**config.mk**
```make
export PLATFORM = sky130hd
export DESIGN_NAME = conditional_branch_unit
export DESIGN_NICKNAME = d
export VERILOG_FILES = /design/src/hdl/branch_pkg.sv /design/src/hdl/conditional_branch_unit.sv
export SDC_FILE = /design/constraint.sdc
export NUM_CORES = 1
export LEC_CHECK = 0
export ABC_AREA = 1
export BUFFER_PORTS_ARGS = -buffer_cell sky130_fd_sc_hd__buf_2
export CAP_MARGIN = 20
export CORE_MARGIN = 2
export CORE_UTILIZATION = 30
export CTS_CLUSTER_SIZE = 16
export DETAILED_ROUTE_END_ITERATION = 12
export SYNTH_ARGS = -nofsm -noshare
export SYNTH_HDL_FRONTEND = slang
export SYNTH_SLANG_ARGS = --single-unit
```
**constraint.sdc**
```tcl
create_clock -name clk -period 4.6 [get_ports clk]
set_input_delay 0.69 -clock clk [delete_from_list [all_inputs] [get_ports clk]]
set_output_delay 0.69 -clock clk [all_outputs]
set_load 0.1 [all_outputs]
```
**src/hdl/branch_pkg.sv**
```systemverilog
// shared constants and types for the conditional branch unit
package branch_pkg;

  // ----------------------------------------------------------------
  // instruction format
  // ----------------------------------------------------------------
  localparam int INSTR_W = 24;
  localparam int PC_W = 24;
  localparam int OPC_HI = 23;
  localparam int OPC_LO = 16;
  localparam int OFFSET_W = 16;
  localparam logic [7:0] OPC_SIGNED_AT_MOST = 8'h34;
  localparam logic [7:0] OPC_UNSIGNED_AT_MOST = 8'h36;
  localparam logic [7:0] OPC_SIGNED_BELOW = 8'h35;
  localparam logic [7:0] OPC_UNSIGNED_BELOW = 8'h39;
  localparam logic [7:0] OPC_RESULT_MINUS = 8'h33;
  localparam logic [PC_W-1:0] PC_STEP = 24'h000002;

  // ----------------------------------------------------------------
  // timing, in core clock cycles
  // ----------------------------------------------------------------
  localparam int NOT_TAKEN_CYCLES = 1;
  localparam int TAKEN_CYCLES_SHORT = 2;
  localparam int TAKEN_CYCLES_DEEP = 4;
  localparam int FLUSH_CNT_W = 3;

  // ----------------------------------------------------------------
  // register map (byte addresses)
  // ----------------------------------------------------------------
  localparam int ADDR_W = 12;
  localparam logic [ADDR_W-1:0] CTRL_OFFSET = 12'h000;
  localparam logic [ADDR_W-1:0] STATUS_OFFSET = 12'h004;
  localparam logic [ADDR_W-1:0] TAKEN_COUNT_OFFSET = 12'h008;
  localparam logic [ADDR_W-1:0] LAST_TARGET_OFFSET = 12'h00c;
  localparam int CTRL_ENABLE_BIT = 0;
  localparam logic CTRL_ENABLE_RESET = 1'b1;
  localparam int STATUS_BUSY_BIT = 0;
  localparam int STATUS_OP_LO = 1;
  localparam int STATUS_OP_HI = 3;
  localparam int STATUS_TAKEN_BIT = 4;
  localparam int STATUS_DEEP_BIT = 5;

  // ----------------------------------------------------------------
  // types
  // ----------------------------------------------------------------
  // unsigned-below and not-carry share one code: they are one operation
  typedef enum logic [2:0] {
    op_none = 3'b000,
    op_signed_at_most = 3'b001,
    op_unsigned_at_most = 3'b010,
    op_signed_below = 3'b011,
    op_unsigned_below = 3'b100,
    op_result_minus = 3'b101
  } branch_op_t;

  typedef enum logic [1:0] {
    st_idle = 2'b00,
    st_flush = 2'b01
  } seq_state_t;

  typedef struct packed {
    logic result_msb;
    logic signed_wrap;
    logic all_clear;
    logic borrow_inverse;
  } status_flags_t;

  typedef struct packed {
    logic psel;
    logic penable;
    logic pwrite;
    logic [ADDR_W-1:0] paddr;
    logic [31:0] pwdata;
  } apb_req_t;

endpackage

```
**src/hdl/conditional_branch_unit.sv**
```systemverilog
// conditional pc-relative branch decode and execute with apb status registers
`timescale 1ns/1ns

module conditional_branch_unit #(
  parameter bit DEEP_PIPE = 1'b0
) (
  // clock, reset, enable
  input wire logic clk,
  input wire logic rst,
  input wire logic ce,
  // apb slave
  input wire branch_pkg::apb_req_t apb_req,
  output logic [31:0] prdata,
  output logic pready,
  output logic pslverr,
  // issue from decode
  input wire logic instr_valid,
  input wire logic [branch_pkg::INSTR_W-1:0] instr,
  input wire logic [branch_pkg::PC_W-1:0] instr_pc,
  input wire branch_pkg::status_flags_t flags,
  // result to fetch and pc
  output logic issue_ready,
  output logic retire_valid,
  output logic is_branch,
  output logic branch_taken,
  output logic pc_load,
  output logic [branch_pkg::PC_W-1:0] pc_next,
  output logic slot_nop,
  output logic flags_write
);

  localparam int TAKEN_CYCLES =
    DEEP_PIPE ? branch_pkg::TAKEN_CYCLES_DEEP : branch_pkg::TAKEN_CYCLES_SHORT;
  localparam logic [branch_pkg::FLUSH_CNT_W-1:0] FLUSH_LOAD =
    branch_pkg::FLUSH_CNT_W'(TAKEN_CYCLES - 2);

  // ----------------------------------------------------------------
  // decode and condition
  // ----------------------------------------------------------------
  branch_pkg::branch_op_t op;
  logic cond;
  logic [branch_pkg::PC_W-1:0] seq_pc;
  logic [branch_pkg::PC_W-1:0] byte_offset;
  logic [branch_pkg::PC_W-1:0] target;
  logic enable_q;
  logic [7:0] opc;

  assign opc = instr[branch_pkg::OPC_HI:branch_pkg::OPC_LO];

  always_comb begin
    op = branch_pkg::op_none;
    if (enable_q) begin
      case (opc)
        branch_pkg::OPC_SIGNED_AT_MOST: op = branch_pkg::op_signed_at_most;
        branch_pkg::OPC_UNSIGNED_AT_MOST: op = branch_pkg::op_unsigned_at_most;
        branch_pkg::OPC_SIGNED_BELOW: op = branch_pkg::op_signed_below;
        // one code covers both mnemonics
        branch_pkg::OPC_UNSIGNED_BELOW: op = branch_pkg::op_unsigned_below;
        branch_pkg::OPC_RESULT_MINUS: op = branch_pkg::op_result_minus;
        default: op = branch_pkg::op_none;
      endcase
    end
  end

  always_comb begin
    case (op)
      branch_pkg::op_signed_at_most:
        cond = flags.all_clear | (flags.result_msb ^ flags.signed_wrap);
      branch_pkg::op_unsigned_at_most:
        cond = ~flags.borrow_inverse | flags.all_clear;
      branch_pkg::op_signed_below:
        cond = flags.result_msb ^ flags.signed_wrap;
      branch_pkg::op_unsigned_below:
        cond = ~flags.borrow_inverse;
      branch_pkg::op_result_minus:
        cond = flags.result_msb;
      default:
        cond = 1'b0;
    endcase
  end

  // sign-extend the word count and scale it to bytes
  assign byte_offset = {{(branch_pkg::PC_W - branch_pkg::OFFSET_W - 1){instr[15]}},
                        instr[branch_pkg::OFFSET_W-1:0], 1'b0};
  assign seq_pc = instr_pc + branch_pkg::PC_STEP;
  assign target = seq_pc + byte_offset;

  // ----------------------------------------------------------------
  // execute sequencer
  // ----------------------------------------------------------------
  branch_pkg::seq_state_t state_q, state_d;
  logic [branch_pkg::FLUSH_CNT_W-1:0] flush_cnt_q, flush_cnt_d;
  logic issue_ready_q, issue_ready_d;
  logic retire_valid_q, retire_valid_d;
  logic is_branch_q, is_branch_d;
  logic taken_q, taken_d;
  logic pc_load_q, pc_load_d;
  logic [branch_pkg::PC_W-1:0] pc_next_q, pc_next_d;
  logic slot_nop_q, slot_nop_d;
  branch_pkg::branch_op_t last_op_q, last_op_d;
  logic [branch_pkg::PC_W-1:0] last_target_q, last_target_d;
  logic accept;
  logic take;

  assign accept = instr_valid & issue_ready_q;
  assign take = accept & cond;

  always_comb begin
    state_d = state_q;
    flush_cnt_d = flush_cnt_q;
    issue_ready_d = issue_ready_q;
    retire_valid_d = 1'b0;
    is_branch_d = is_branch_q;
    taken_d = taken_q;
    pc_load_d = 1'b0;
    pc_next_d = pc_next_q;
    slot_nop_d = slot_nop_q;
    last_op_d = last_op_q;
    last_target_d = last_target_q;
    case (state_q)
      branch_pkg::st_idle: begin
        if (accept) begin
          retire_valid_d = 1'b1;
          is_branch_d = (op != branch_pkg::op_none);
          taken_d = cond;
          if (op != branch_pkg::op_none) begin
            last_op_d = op;
          end
          if (cond) begin
            pc_load_d = 1'b1;
            pc_next_d = target;
            last_target_d = target;
            slot_nop_d = 1'b1;
            issue_ready_d = 1'b0;
            flush_cnt_d = FLUSH_LOAD;
            state_d = branch_pkg::st_flush;
          end else begin
            // fall through in a single cycle, ready stays high
            pc_next_d = seq_pc;
          end
        end
      end
      branch_pkg::st_flush: begin
        // the fetched slot behind the branch is held as a nop
        if (flush_cnt_q == '0) begin
          slot_nop_d = 1'b0;
          issue_ready_d = 1'b1;
          state_d = branch_pkg::st_idle;
        end else begin
          flush_cnt_d = flush_cnt_q - 1'b1;
        end
      end
      default: begin
        state_d = branch_pkg::st_idle;
        issue_ready_d = 1'b1;
        slot_nop_d = 1'b0;
      end
    endcase
  end

  always_ff @(posedge clk) begin
    if (rst) begin
      state_q <= branch_pkg::st_idle;
      flush_cnt_q <= '0;
      issue_ready_q <= 1'b1;
      retire_valid_q <= 1'b0;
      is_branch_q <= 1'b0;
      taken_q <= 1'b0;
      pc_load_q <= 1'b0;
      pc_next_q <= '0;
      slot_nop_q <= 1'b0;
      last_op_q <= branch_pkg::op_none;
      last_target_q <= '0;
    end else if (ce) begin
      state_q <= state_d;
      flush_cnt_q <= flush_cnt_d;
      issue_ready_q <= issue_ready_d;
      retire_valid_q <= retire_valid_d;
      is_branch_q <= is_branch_d;
      taken_q <= taken_d;
      pc_load_q <= pc_load_d;
      pc_next_q <= pc_next_d;
      slot_nop_q <= slot_nop_d;
      last_op_q <= last_op_d;
      last_target_q <= last_target_d;
    end
  end

  // ----------------------------------------------------------------
  // apb register file
  // ----------------------------------------------------------------
  // one wait state so read data can come straight from a flip-flop
  logic pready_q, pready_d;
  logic pslverr_q, pslverr_d;
  logic [31:0] prdata_q, prdata_d;
  logic enable_d;
  logic [31:0] taken_count_q, taken_count_d;
  logic access;
  logic commit;
  logic mapped;
  logic count_clear;

  assign access = apb_req.psel & apb_req.penable;
  assign commit = access & pready_q;
  assign mapped = (apb_req.paddr == branch_pkg::CTRL_OFFSET) |
                  (apb_req.paddr == branch_pkg::STATUS_OFFSET) |
                  (apb_req.paddr == branch_pkg::TAKEN_COUNT_OFFSET) |
                  (apb_req.paddr == branch_pkg::LAST_TARGET_OFFSET);
  assign count_clear = commit & apb_req.pwrite &
                       (apb_req.paddr == branch_pkg::TAKEN_COUNT_OFFSET);

  always_comb begin
    pready_d = access & ~pready_q;
    pslverr_d = 1'b0;
    prdata_d = '0;
    enable_d = enable_q;
    taken_count_d = taken_count_q;
    if (access & ~pready_q) begin
      pslverr_d = ~mapped;
      if (~apb_req.pwrite) begin
        case (apb_req.paddr)
          branch_pkg::CTRL_OFFSET:
            prdata_d[branch_pkg::CTRL_ENABLE_BIT] = enable_q;
          branch_pkg::STATUS_OFFSET: begin
            prdata_d[branch_pkg::STATUS_BUSY_BIT] = ~issue_ready_q;
            prdata_d[branch_pkg::STATUS_OP_HI:branch_pkg::STATUS_OP_LO] = last_op_q;
            prdata_d[branch_pkg::STATUS_TAKEN_BIT] = taken_q;
            prdata_d[branch_pkg::STATUS_DEEP_BIT] = DEEP_PIPE;
          end
          branch_pkg::TAKEN_COUNT_OFFSET:
            prdata_d = taken_count_q;
          branch_pkg::LAST_TARGET_OFFSET:
            prdata_d[branch_pkg::PC_W-1:0] = last_target_q;
          default:
            prdata_d = '0;
        endcase
      end
    end
    if (commit & apb_req.pwrite & (apb_req.paddr == branch_pkg::CTRL_OFFSET)) begin
      enable_d = apb_req.pwdata[branch_pkg::CTRL_ENABLE_BIT];
    end
    // a branch taken in the clearing cycle still counts
    if (count_clear) begin
      taken_count_d = {31'h0, take};
    end else if (take) begin
      taken_count_d = taken_count_q + 32'h1;
    end
  end

  always_ff @(posedge clk) begin
    if (rst) begin
      pready_q <= 1'b0;
      pslverr_q <= 1'b0;
      prdata_q <= '0;
      enable_q <= branch_pkg::CTRL_ENABLE_RESET;
      taken_count_q <= '0;
    end else if (ce) begin
      pready_q <= pready_d;
      pslverr_q <= pslverr_d;
      prdata_q <= prdata_d;
      enable_q <= enable_d;
      taken_count_q <= taken_count_d;
    end
  end

  // ----------------------------------------------------------------
  // outputs
  // ----------------------------------------------------------------
  logic flags_write_q;

  // this unit never owns a status write
  always_ff @(posedge clk) begin
    if (rst) begin
      flags_write_q <= 1'b0;
    end else if (ce) begin
      flags_write_q <= 1'b0;
    end
  end

  assign prdata = prdata_q;
  assign pready = pready_q;
  assign pslverr = pslverr_q;
  assign issue_ready = issue_ready_q;
  assign retire_valid = retire_valid_q;
  assign is_branch = is_branch_q;
  assign branch_taken = taken_q;
  assign pc_load = pc_load_q;
  assign pc_next = pc_next_q;
  assign slot_nop = slot_nop_q;
  assign flags_write = flags_write_q;

endmodule // conditional_branch_unit

```
# [Word level (Yosys, flattened, before mapping)]
# Index checks and enable logic that the tools add are counted.
[word_totals] ff_bits=129 wordCells=103 out_inout_bits=65 in_bits=103
[classes] bitwise_logic=18 n_reduce_logical=13 n_mux=34 n_eq_ne=18 n_addsub=4
[ops] operator="$mux W32" n=4
[ops] operator="$eq A8 B6 Y1 const B" n=5
[ops] operator="$pmux W18 S2" n=1
[ops] operator="$add A32 B1 Y32 const B" n=1
[ops] operator="$add A24 B2 Y24 const B" n=1
[ops] operator="$add A24 B24 Y24" n=1
[ops] operator="$eq A12 B4 Y1 const B" n=2
[ops] operator="$mux W24" n=1
[ops] operator="$pmux W3 S5" n=1
[ops] operator="$pmux W5 S3" n=1
[ops] operator="$eq A12 B3 Y1 const B" n=1
[ops] operator="$logic_not A12 Y1" n=1
[ops] operator="$mux W1" n=12
[ops] operator="$mux W3" n=4
[ops] operator="$reduce_and A4 Y1" n=3
[ops] operator="$and A1 B1 Y1" n=8
[ops] operator="$mux W8" n=1
[ops] operator="$ne A2 B2 Y1 const B" n=4
[ops] operator="$eq A3 B2 Y1 const B" n=2
[ops] operator="$eq A3 B3 Y1 const B" n=2
[ops] operator="$mux W2" n=3
[ops] operator="$pmux W3 S2" n=1
[ops] operator="$or A1 B1 Y1" n=5
[ops] operator="$pmux W1 S5" n=1
[ops] operator="15 further kinds" n=21

# [Depth between registers and ports, before layout]
[logic_depth] word_depth=8 mapped_depth=21 ltp_nobuf=21

# [Least setup slack after synthesis]
# OpenSTA, ideal clock, no wires.
[synth_timing] path_kind="input to register" start="in instr_pc[1] in the netlist's numbering" end="reg pc_next_q, in the netlist pc_next[22]" arrival_ns=3.133 required_ns=4.535 setup_time_ns=0.065 path_buffers=0 cell_stages=19 setup_slack_ns=1.402 path_cell_list="ha_1 -> nand3_1 -> nor2_2 -> nand2_2 -> nor3_2 -> nand2_1 -> nor2_2 -> nand2_1 -> nor2_1 -> xor2_1 -> ha_1 -> inv_1 -> nor4_1 -> nand4_1 -> nand3_1 -> nor2_1 -> nor3_1 -> nor2_1 -> nor2_1"
[synth_via] elab_chain_cells=3
[synth_rtl] element="from (decl)" line_no="conditional_branch_unit.sv:19" text="input wire logic [branch_pkg::PC_W-1:0] instr_pc,"
[synth_rtl] element="$add A24 B2 Y24 (*)" line_no="conditional_branch_unit.sv:85" text="assign seq_pc = instr_pc + branch_pkg::PC_STEP;"
[synth_rtl] element="$add A24 B24 Y24" line_no="conditional_branch_unit.sv:86" text="assign target = seq_pc + byte_offset;"
[synth_rtl] element="$mux W24 (*)" line_no="conditional_branch_unit.sv:129" text="if (cond) begin"
[synth_rtl] element="to (signal assigned)" line_no="conditional_branch_unit.sv:182" text="pc_next_q <= pc_next_d;"
[synth_rtl] element="to (decl)" line_no="conditional_branch_unit.sv:98" text="logic [branch_pkg::PC_W-1:0] pc_next_q, pc_next_d;"
# Mark *: on every way between the ends. The rest lies on a longest branch, timed or not.
# A chain may end at the register's enable or synchronous reset.

# [Worst setup path after layout]
[layout_timing] start="in instr_pc[1] in the netlist's numbering" end="reg pc_next_q, in the netlist pc_next[23]"
# Same word-level chain as after synthesis.

==> results.md <==
- CORE AREA: 27600 um2
- Worst path arrival time: 3650 ps
- Share of flip-flops with an asynchronous set or reset: 0%
- Slew Viols, Final: 0
- Power Total: 0.00306 W
- PortBufs: around 140
- Yosys cell types: 48
- Synthesis-to-finish area growth: 18.9%
- # clock sinks: between 100 and 150
- Worst EP required: about 5000 ps
- Fin Setup TNS: 0 ps
- First-pass GRT wire length: 40900 um
- Yosys top cell by area: dfxtp_1
- Ant. Diodes: 0
- Post-CTS resize count: 0
- Clk buf depth: 2
- Tot GR Track Use: between 15 and 20%
- Worst slew slack as a fraction of its limit: 47.3%
- Vias in the first global route: just over 8000
- Synth Cell Area: 8390 um2
- Max VDD drop: 0.220 mV
- RSZ-0062 raised after global routing: no
- CTS Hold Bufs: 0
- H-tree levels: 4
- Initial antenna violation count: 2
- Final Cycle Share: 73.1%
- Static leakage: 4.79 nW
- Share of layout cells above drive strength 1: approximately 15%
- FILL cells: 3078
- Num ports: ~170
- Num CTS Buffers: 17
- Root buffer cell: clkbuf_16
- PD cells: 306 nW/um2
- Commonest cells in the netlist: 397 x nand2_1, 173 x inv_1, 127 x dfxtp_1, 121 x nand3_1, 108 x nor2_1
- Antenna viol nets, final: 0
- Total area of sequential cells: about 2500 um2
- Crit path kind: in -> reg
- Final Hold Fails: 0
- Top cells by area, synth: dfxtp_1 30%, nand2_1 18%, inv_1 7.7%
- Final WL: 25500 um
- Dpl hpwl: 19500 um
- Main synth FF type: dfxtp_1
- Status: complete, no violations
- CTS tree: built
- Largest net degree at the start of global routing: 67
- Max_cap viols: 0
- Final #Nets: 1568
- Worst Skew: 8.03 ps
- Cells after Synth: between 1000 and 1500
- Worst-Skew Late Latency: 430 ps
- Initial DRC count: 638
- Initial Util: 30.4%
- Syn_area_per_cell: approximately 6.4 um2
- Die area: 29300 um2
- Crit-path max FO: 6
- End-of-flow core utilization: between 30% and 40%
- Yosys Warn Count: 0
- CP Launch Type: primary input
- Worst Hold Class: reg -> reg
- Die Span X: approximately 170 um
- Slew @ Worst Pin: 785 ps
- Vias: 8734
- Post-CTS setup buffer count: 0
- TritonRoute pass-1 iters: 5
- Setup crit end kind: flip-flop
- Vias per Instance: around 4.8
- Multi-input logic area: between 4000 and 5000 um2
- Highest Clock Rate: 297 MHz
- WL/cell: 13.9 um
- GRT overflow: 0
- Sequential cell area fraction in the yosys report: 30.3%
- Count leader, synth: nand2_1
- Final hold slack: ~460 ps
- Yosys top cell area share: 30.3%
- CTS clk-pin slew, worst paths: 60 ps
- Rows: 61
- GPL Wtd Cong: 0.933
- Final setup violation count: 0
- Drt drc: 0
- Syn Nets: between 1000 and 1500
- Post-synth EDFFs: 0
- Tmin final: 3360 ps
- Die height: 171 um
- Yosys reg bits: 127
-- critical path, stage by stage --
cell	delay, ps
buf_2	100
ha_1	170
nand3_1	140
nor2_2	160
nand2_2	120
nor3_2	180
nand2_1	90
nor2_2	120
xor2_1	270
ha_1	350
nand2_1	140
inv_1	50
nand2_1	70
inv_1	40
a21oi_1	130
nand3_1	150
a21oi_1	290
nand3_1	110
nand3_1	80
nor2_1	50
nor2_1	80
nor2_1	40
-- where the power goes --
| part | switching, W | leakage, nW | internal (W) | total [W] |
|---|---|---|---|---|
| Clock | 0.000550 | 0.309 | 0.000914 | 0.00146 |
| Sequential | 0.00000844 | 1.03 | 0.00111 | 0.00112 |
| Combinational | 0.000338 | 3.46 | 0.000132 | 0.000469 |
| Total | 0.000896 | 4.79 | 0.00216 | 0.00306 |
-- cells by family (layout without fill, tap and decap cells) --
family                   Yosys count  count (layout)  share of synthesized area (%)
AO/OA/AOI/OAI                    176             176                           11.9
buffers and inverters            224             357                           11.3
other                              1               1                         0.0447
adder cells (fa/ha/maj)           27              27                           4.12
XOR/XNOR                          47              47                           4.91
AND/OR/NAND/NOR                  716             716                           37.4
flip-flops                       127             127                           30.3
-- layout make-up --
cell class / instances / share of cell area, %
Multi-Input combinational cell: 967 / 49.1
Sequential cell: 127 / 25.5
Timing Repair Buffer: 142 / 7.30
Inverter: 183 / 7.05
Tap cell: 378 / 4.74
Clock buffer: 17 / 4.26
Clock inverter: 15 / 2.08
-- sequential cells by signal, indices dropped and copies added (netlist names) --
name,count
prdata,32
taken_count_q,32
last_op_q,3
last_target_q,24
slot_nop,1
pslverr,1
issue_ready,1
retire_valid,1
flush_cnt_q,3
pc_load,1
pready,1
branch_taken,1
is_branch,1
enable_q,1
pc_next,24
-- layer usage --
layer / vias up / wire (um) / global-route usage, %
met5: - / 11 / 0
met4: 2 / 412 / 5.05
met3: 24 / 1330 / 3.61
met2: 232 / 11800 / 29.6
met1: 3985 / 11900 / 23.3
li1: 4491 / - / -
-- metrics by stage --
stage               setup slack [ps]  instance area (um2)  instances
floorplan                       1400                 8390       1318
global placement                 839                 9340       1797
detailed placement               810                 9340       1797
CTS                             1250                 9980       1829
global route                     918                 9980       1829
finish                          1240                 9980       1829
-- final timing paths --
| check | from | to | slack [ps] | cells past startpoint |
|---|---|---|---|---|
| setup / recovery | instr_pc[1] | pc_next[23]$_SDFFE_PP0P_ | 1240 | 22 |
| setup reg to reg | pready$_SDFFE_PP0P_ | taken_count_q[15]$_SDFFE_PP0P_ | 1830 | 7 |
| hold / removal | pc_next[3]$_SDFFE_PP0P_ | pc_next[3]$_SDFFE_PP0P_ | 460 | 2 |
| hold reg to reg | pc_next[3]$_SDFFE_PP0P_ | pc_next[3]$_SDFFE_PP0P_ | 460 | 2 |
-- cell usage in the layout, fill, tap and decap left out, types with 4 or more instances in the layout --
cell / n
nor3_2: 4
nand2_2: 8
nor2_2: 13
dfxtp_1: 127
bufinv_16: 4
o21ai_0: 27
a22oi_1: 4
clkinv_4: 4
nand3_1: 121
o221ai_1: 5
nand4_1: 26
inv_6: 4
nor3_1: 18
clkbuf_16: 17
xnor2_1: 15
a21o_1: 4
a31oi_1: 4
buf_2: 135
a21oi_1: 106
nor2_1: 108
nor4_1: 8
buf_4: 7
ha_1: 26
inv_1: 173
nand2_1: 397
o211ai_1: 15
inv_2: 7
xor2_1: 32
Power figures use the tool's default switching activity.
